$ cat src/hw/oslr_map.svh
// Purpose: Offsets, field positions, reset values and counts for the limits register bank
// Assumes: Registers reached as byte locations by the control interface
// Notes: Reset values are plain defaults
`ifndef OSLR_MAP_SVH
`define OSLR_MAP_SVH

`define OSLR_ADDR_MODULE 8'h15
`define OSLR_ADDR_LIMCFG 8'h16

`define OSLR_MOD_LSB 4
`define OSLR_MOD_MSB 7
`define OSLR_THERMAL_ENABLE_A_BIT 0
`define OSLR_RSTFLAG_BIT 1
`define OSLR_FORCE_BIT 2
`define OSLR_TPW_LSB 4
`define OSLR_TPW_MSB 5
`define OSLR_IPK_LSB 6
`define OSLR_IPK_MSB 7

`define OSLR_MOD_RST 4'h7
`define OSLR_THERMAL_ENABLE_A_RST 1'h0
`define OSLR_TPW_RST 2'h0
`define OSLR_IPK_RST 2'h3

`define OSLR_MOD_MAX 4'h7
`define OSLR_PWRUP_CYCLES 8'h10

`endif

$ cat src/hw/oslr_pkg.sv
// Purpose: Types for the limits register bank
// Assumes: Used with oslr_map.svh
// Notes: None
package oslr_pkg;
  typedef enum logic [1:0] {TS_RUN, TS_OFF, TS_PWRUP} oslr_ts_state_t;
  typedef enum logic [1:0] {IPK_2P9A, IPK_3P4A, IPK_3P9A} oslr_ipk_sel_t;
  typedef enum logic [1:0] {TPW_83C, TPW_94C, TPW_105C, TPW_116C} oslr_tpw_sel_t;
endpackage

$ cat src/hw/oslr_decode.sv
// Purpose: Decodes stored fields into analog trim selections
// Assumes: Fields come from registers on the same clock
// Notes: Outputs registered
`timescale 1ns/1ps
`include "oslr_map.svh"

module oslr_decode (
  // Clock and reset
  input wire logic clk_i,
  input wire logic rst_i,
  // Fields
  input wire logic [3:0] module_count_field_i,
  input wire logic [1:0] thermal_prewarn_threshold_i,
  input wire logic [1:0] inductor_peak_limit_i,
  // Decoded
  output logic [7:0] module_enable_o,
  output oslr_pkg::oslr_tpw_sel_t tpw_sel_o,
  output oslr_pkg::oslr_ipk_sel_t ipk_sel_o
);
  logic [3:0] active_cnt;

  // Codes of seven and above saturate to eight modules
  always_comb
  begin
    if (module_count_field_i >= `OSLR_MOD_MAX)
      active_cnt = 4'h8;
    else
      active_cnt = module_count_field_i + 4'h1;
  end

  genvar gi;
  generate
    for (gi = 0; gi < 8; gi++)
    begin : g_mod
      always_ff @(posedge clk_i or posedge rst_i)
      begin
        if (rst_i)
          module_enable_o[gi] <= 1'b0;
        else
          module_enable_o[gi] <= (4'(gi) < active_cnt);
      end
    end
  endgenerate

  always_ff @(posedge clk_i or posedge rst_i)
  begin
    if (rst_i)
      tpw_sel_o <= oslr_pkg::TPW_83C;
    else
      tpw_sel_o <= oslr_pkg::oslr_tpw_sel_t'(thermal_prewarn_threshold_i);
  end

  always_ff @(posedge clk_i or posedge rst_i)
  begin
    if (rst_i)
      ipk_sel_o <= oslr_pkg::IPK_2P9A;
    else
    begin
      unique case (inductor_peak_limit_i)
        2'h0, 2'h1: ipk_sel_o <= oslr_pkg::IPK_2P9A;
        2'h2: ipk_sel_o <= oslr_pkg::IPK_3P4A;
        2'h3: ipk_sel_o <= oslr_pkg::IPK_3P9A;
      endcase
    end
  end
endmodule

$ cat src/hw/oslr_regs.sv
// Purpose: Output stage count and limits configuration registers
// Assumes: Byte write/read strobes from the control interface on clk_i
// Notes: Thermal shutdown event from the same clock domain
`timescale 1ns/1ps
`include "oslr_map.svh"

// Functional notes
// - The upper nibble of the module register selects one to eight active modules, saturating at code seven.
// - With re-arm clear the device stays off after a thermal shutdown.
// - With re-arm set the device restarts its power-up after a thermal shutdown, keeping programmed values.
// - Loading default register values sets the reset indicator flag to one.
// - Writing one to force reset reloads defaults and the bit clears itself, reading zero.
// - The two-bit prewarn field selects 83, 94, 105 or 116 degrees.
// - The two-bit peak field selects 2.9 A for codes 0 and 1, 3.4 A for 2 and 3.9 A for 3.
module oslr_regs (
  // Clock and reset
  input wire logic clk_i,
  input wire logic rst_i,
  // Register port
  input wire logic wr_en_i,
  input wire logic rd_en_i,
  input wire logic [7:0] addr_i,
  input wire logic [7:0] wdata_i,
  output logic [7:0] rdata_o,
  // Thermal
  input wire logic thermal_shutdown_event_i,
  // Converter control
  output logic converter_en_o,
  output logic pwrup_start_o,
  output logic [7:0] module_enable_o,
  output oslr_pkg::oslr_tpw_sel_t tpw_sel_o,
  output oslr_pkg::oslr_ipk_sel_t ipk_sel_o
);
  // ==========================================
  // Register storage
  logic [3:0] module_count_field_reg;
  logic thermal_enable_a_reg;
  logic reset_indicator_flag_reg;
  logic [1:0] thermal_prewarn_threshold_reg;
  logic [1:0] inductor_peak_limit_reg;
  logic force_register_reset;
  logic wr_mod;
  logic wr_lim;
  oslr_pkg::oslr_ts_state_t ts_reg;
  oslr_pkg::oslr_ts_state_t ts_next;
  logic [7:0] pwr_cnt_reg;

  assign wr_mod = wr_en_i && (addr_i == `OSLR_ADDR_MODULE);
  assign wr_lim = wr_en_i && (addr_i == `OSLR_ADDR_LIMCFG);
  // Force bit is never stored, so it reads zero
  assign force_register_reset = wr_lim && wdata_i[`OSLR_FORCE_BIT];

  always_ff @(posedge clk_i or posedge rst_i)
  begin
    if (rst_i)
      module_count_field_reg <= `OSLR_MOD_RST;
    else if (force_register_reset)
      module_count_field_reg <= `OSLR_MOD_RST;
    else if (wr_mod)
      module_count_field_reg <= wdata_i[`OSLR_MOD_MSB:`OSLR_MOD_LSB];
  end

  always_ff @(posedge clk_i or posedge rst_i)
  begin
    if (rst_i)
    begin
      thermal_enable_a_reg <= `OSLR_THERMAL_ENABLE_A_RST;
      thermal_prewarn_threshold_reg <= `OSLR_TPW_RST;
      inductor_peak_limit_reg <= `OSLR_IPK_RST;
    end
    else if (force_register_reset)
    begin
      thermal_enable_a_reg <= `OSLR_THERMAL_ENABLE_A_RST;
      thermal_prewarn_threshold_reg <= `OSLR_TPW_RST;
      inductor_peak_limit_reg <= `OSLR_IPK_RST;
    end
    else if (wr_lim)
    begin
      thermal_enable_a_reg <= wdata_i[`OSLR_THERMAL_ENABLE_A_BIT];
      thermal_prewarn_threshold_reg <= wdata_i[`OSLR_TPW_MSB:`OSLR_TPW_LSB];
      inductor_peak_limit_reg <= wdata_i[`OSLR_IPK_MSB:`OSLR_IPK_LSB];
    end
  end

  // Default load sets the flag; it wins over a host clear
  always_ff @(posedge clk_i or posedge rst_i)
  begin
    if (rst_i)
      reset_indicator_flag_reg <= 1'b1;
    else if (force_register_reset)
      reset_indicator_flag_reg <= 1'b1;
    else if (wr_lim)
      reset_indicator_flag_reg <= wdata_i[`OSLR_RSTFLAG_BIT];
  end

  // ==========================================
  // Read path
  always_ff @(posedge clk_i or posedge rst_i)
  begin
    if (rst_i)
      rdata_o <= 8'h00;
    else if (rd_en_i)
    begin
      unique case (addr_i)
        `OSLR_ADDR_MODULE: rdata_o <= {module_count_field_reg, 4'h0};
        `OSLR_ADDR_LIMCFG: rdata_o <= {inductor_peak_limit_reg, thermal_prewarn_threshold_reg,
          1'b0, 1'b0, reset_indicator_flag_reg, thermal_enable_a_reg};
        default: rdata_o <= 8'h00;
      endcase
    end
  end

  // ==========================================
  // Thermal shutdown handling
  always_comb
  begin
    ts_next = ts_reg;
    unique case (ts_reg)
      oslr_pkg::TS_RUN:
        if (thermal_shutdown_event_i)
          ts_next = oslr_pkg::TS_OFF;
      oslr_pkg::TS_OFF:
        if (!thermal_shutdown_event_i && thermal_enable_a_reg)
          ts_next = oslr_pkg::TS_PWRUP;
      oslr_pkg::TS_PWRUP:
        if (thermal_shutdown_event_i)
          ts_next = oslr_pkg::TS_OFF;
        else if (pwr_cnt_reg == `OSLR_PWRUP_CYCLES)
          ts_next = oslr_pkg::TS_RUN;
      default: ts_next = oslr_pkg::TS_OFF;
    endcase
  end

  always_ff @(posedge clk_i or posedge rst_i)
  begin
    if (rst_i)
      ts_reg <= oslr_pkg::TS_RUN;
    else
      ts_reg <= ts_next;
  end

  always_ff @(posedge clk_i or posedge rst_i)
  begin
    if (rst_i)
      pwr_cnt_reg <= 8'h00;
    else if (ts_reg == oslr_pkg::TS_PWRUP)
      pwr_cnt_reg <= pwr_cnt_reg + 8'h01;
    else
      pwr_cnt_reg <= 8'h00;
  end

  assign converter_en_o = (ts_reg == oslr_pkg::TS_RUN);
  assign pwrup_start_o = (ts_reg == oslr_pkg::TS_OFF) && (ts_next == oslr_pkg::TS_PWRUP);

  oslr_decode u_oslr_decode (
    .clk_i(clk_i),
    .rst_i(rst_i),
    .module_count_field_i(module_count_field_reg),
    .thermal_prewarn_threshold_i(thermal_prewarn_threshold_reg),
    .inductor_peak_limit_i(inductor_peak_limit_reg),
    .module_enable_o(module_enable_o),
    .tpw_sel_o(tpw_sel_o),
    .ipk_sel_o(ipk_sel_o)
  );
endmodule

$ cat config.mk
export PLATFORM = sky130hd
export DESIGN_NAME = oslr_regs
export DESIGN_NICKNAME = d
export VERILOG_FILES = /design/src/hw/oslr_pkg.sv /design/src/hw/oslr_decode.sv /design/src/hw/oslr_regs.sv
export VERILOG_INCLUDE_DIRS = /design/src /design/src/hw
export SDC_FILE = /design/constraint.sdc
export NUM_CORES = 1
export LEC_CHECK = 0
export ABC_AREA = 1
export ABC_CLOCK_PERIOD_IN_PS = 1100
export BUFFER_PORTS_ARGS = -buffer_cell sky130_fd_sc_hd__buf_2
export CORE_ASPECT_RATIO = 1.75
export CORE_UTILIZATION = 41
export DETAILED_ROUTE_END_ITERATION = 16
export GPL_TIMING_DRIVEN = 0
export PLACE_DENSITY = 0.72
export SYNTH_ARGS = -nofsm -noshare
export SYNTH_HDL_FRONTEND = slang
export SYNTH_SLANG_ARGS = --single-unit
$ cat constraint.sdc
create_clock -name clk_i -period 1.1 [get_ports clk_i]
set_input_delay 0.22 -clock clk_i [delete_from_list [all_inputs] [get_ports clk_i]]
set_output_delay 0.22 -clock clk_i [all_outputs]
set_load 0.02 [all_outputs]
==> impl_metrics.csv <==
group,metric,value,unit
global_route,grt_pass1_vias,1403,
synthesis,synth_top_family_by_area,"simple AND/OR/NAND/NOR gates",
synthesis,ys_async_sr_fraction,100,%
final_layout,area_growth,35.5,%
cts,clock_latency,290,ps
synthesis,synthAdderAreaFrac,2.06,%
timing,drv_slew,0,
synthesis,avgSynthCellArea,8.96,µm²
timing,min_period,1350,ps
die,fp.dieH,90.1,µm
synthesis,synth_top_area_cell,"dfrtp_1",
die,initial_utilization,43.4,%
run_status,violations,"negative setup slack",
setup_path,cp.arrival,1130,ps
synthesis,synth_flop_cell,"dfrtp_1",
cts,clockBufferDepth,2,
routing,wirelength,3700,µm
die,row_count,31,
timing,whs,63.5,ps
synthesis,yosysSeqAreaShare,52.7,%
cts,cts_buffers,5,
power_and_ir_drop,leakagePower,1.21,nW
min_path,hold_class,"in -> async",
global_route,grt_pass1_wl,5930,µm
routing,drt_first_pass_iters,4,
timing,skew,6.16,ps
synthesis,ys_seq_elements,38,
routing,wl_per_cell,11.7,µm
synthesis,ys_types,27,
power_and_ir_drop,seqPwrFrac,50.0,%
power_and_ir_drop,power.switching,0.000709,W
synthesis,synth_edf_count,0,
setup_path,worstReg2RegEnd,"u_oslr_decode.module_enable_o[4]$_DFF_PP0_",
final_layout,antenna_cells,0,
cts,cts_hold_buffers,0,
power_and_ir_drop,worst_ir_drop_vdd,819,µV
place,dp_hpwl,2530,µm
synthesis,yosys-top-cells-area,"dfrtp_1 (44%), nand2_1 (11%), dfstp_2 (8.7%), inv_1 (5.8%), nor2_1 (4.1%)",
cts,htree_levels,2,
timing,worst_slack,-251,ps
setup_path,crit_path_start_kind,"register",
timing,period_share,123,%
final_layout,nets,290,
setup_path,rr_startpoint,"module_count_field_reg[1]$_DFFE_PP1P_",
power_and_ir_drop,power_frac_clock,38.4,%
routing,vias_per_cell,4.72,
final_layout,fin_area,2460,µm²
synthesis,yosys_warnings,0,
synthesis,synth_compound_area_share,6.68,%
setup_path,criticalPathCategory,"reg -> out",
power_and_ir_drop,powerDensity,1210,nW/µm²
timing,setup_tns,-1140,ps
die,die-area,4710,µm²
synthesis,synth_area,1820,µm²
power_and_ir_drop,p_int,0.00227,W
timing,relSlewSlack,50.0,%
cts,root_buffer,"clkbuf_8",
routing,antenna_left,0,
cts,path_clk_slew,70,ps
synthesis,yosys.area_share.simple,29.6,%
setup_path,r2r_cells,6,
routing,drt_iter0_drc,70,
final_layout,drive_above_1_share,44.2,%
routing,vias,1490,
routing,route.detailed.drc,0,
timing,max_freq,740,MHz
setup_path,end_kind,"primary output",
global_route,grt-ovfl-total,0,
final_layout,nFillCells,358,
place,placed_area,2110,µm²
place,io_buffer_count,39,
power_and_ir_drop,p_sw_share,23.8,%
synthesis,yosysTopAreaCellShare,44.0,%
job,cap_violations,0,
timing,setup_viol,13,
final_layout,final_common_cell,"nand2_1",
setup_path,critPathRequiredTime,880,ps
power_and_ir_drop,power.total,0.00298,W
cts,cts_tree,"yes",
die,ios,43,
setup_path,path_max_fanout,2,
global_route,antenna_found_initial,0,
timing,hold_violations,0,
power_and_ir_drop,p_comb_share,11.6,%
synthesis,synth-xor-area-share,0.482,%
synthesis,syn_inst,203,
die,coreArea,4190,µm²
synthesis,synth_mux_area_share,0,%
die,die_w,52.3,µm
setup_path,r2r_slack,-150,ps
timing,tightestPinTransition,749,ps
final_layout,layout.cells.most_common_list,"nand2_1 (47), buf_2 (37), dfrtp_1 (31)",
global_route,grt_max_degree,39,
run_status,status,"complete, but fails checks",
place,gp_congestion,0.792,
timing,rsz0062_at_grt,"true",
global_route,grtUsageTotal,16.7,%
cts,cts_sinks,38,
metal layers:
metal,GRT usage [%],up-vias,part of all wire [%]
met4,8.55,0,2.9
li1,-,759,-
met1,18.1,684,38
met5,0,-,0
met2,29.1,38,56
met3,3.21,9,4.0
Yosys cell counts, drive strengths merged (3+ instances only):
| master | instances |
|---|---|
| dfstp | 6 |
| nor2 | 25 |
| a21oi | 3 |
| nor3 | 3 |
| nand2 | 58 |
| o21ai | 15 |
| nand3 | 16 |
| ha | 3 |
| dfrtp | 32 |
| nand4 | 5 |
| inv | 30 |
| buf | 4 |
kinds of logic (layout without fill, tap and decap cells):
logic type,Yosys count,count (layout)
AND/OR/NAND/NOR,107,107
flip-flops,38,38
buffers and inverters,34,97
AO/OA/AOI/OAI,19,19
adder cells (fa/ha/maj),3,3
other,1,2
XOR/XNOR,1,1
cell type report:
type / count / area [µm²] / share of cell area (%)
plain buffers: 4 / 37.5 / 1.52
clock inverters: 1 / 30.0 / 1.22
repair buffers: 55 / 350 / 14.2
clock buffers: 7 / 76.3 / 3.10
well taps: 49 / 61.3 / 2.49
inverters: 30 / 118 / 4.77
multi-input cells: 132 / 831 / 33.7
flip-flops and latches: 38 / 960 / 39.0
worst max path at each step:
| stage | endpoint | slack, ps | cells past startpoint | from |
|---|---|---|---|---|
| floorplan | u_oslr_decode.module_enable_o[1]$_DFF_PP0_ | -20 | 5 | module_count_field_reg[0]$_DFFE_PP1P_ |
| global placement | pwr_cnt_reg[7]$_DFF_PP0_ | -480 | 2 | rst_i |
| detailed placement | pwr_cnt_reg[6]$_DFF_PP0_ | -140 | 6 | pwr_cnt_reg[0]$_DFF_PP0_ |
| CTS | pwrup_start_o | -260 | 6 | ts_reg[1]$_DFF_PP0_ |
| global route | pwrup_start_o | -340 | 6 | ts_reg[1]$_DFF_PP0_ |
| finish | pwrup_start_o | -250 | 6 | ts_reg[1]$_DFF_PP0_ |
critical path: stages, from the launching register on:
cell and delay [ps]:
dfrtp_1 390, nor2_1 110, nand2_1 70, inv_2 60, nand2_2 50, inv_2 50, buf_6 100
power by group through the flow:
stage	combinational (W)	clock [W]	sequential, W
after global placement	0.000274	0	0.00152
after global routing	0.000387	0.00123	0.00149
after floorplan	0.000158	0	0.00153
final	0.000347	0.00114	0.00149
after CTS	0.000302	0.00117	0.00149
after detailed placement	0.000280	0	0.00152
through the flow:
step	cells	setup slack (ps)	util, %
3_3_place_gp	292	-477	50.3
2_1_floorplan	204	-15.1	-
3_5_place_dp	292	-144	50.3
5_1_grt	316	-342	58.8
4_1_cts	309	-262	55.0
6_report	316	-251	58.8
timing repair:
item / in CTS / in global routing
setup endpoints to repair: 10 / 18
setup buffers: 9 / 8
pin swaps: 6 / 11
resized for setup: 10 / 31
Power figures use the tool's default switching activity.
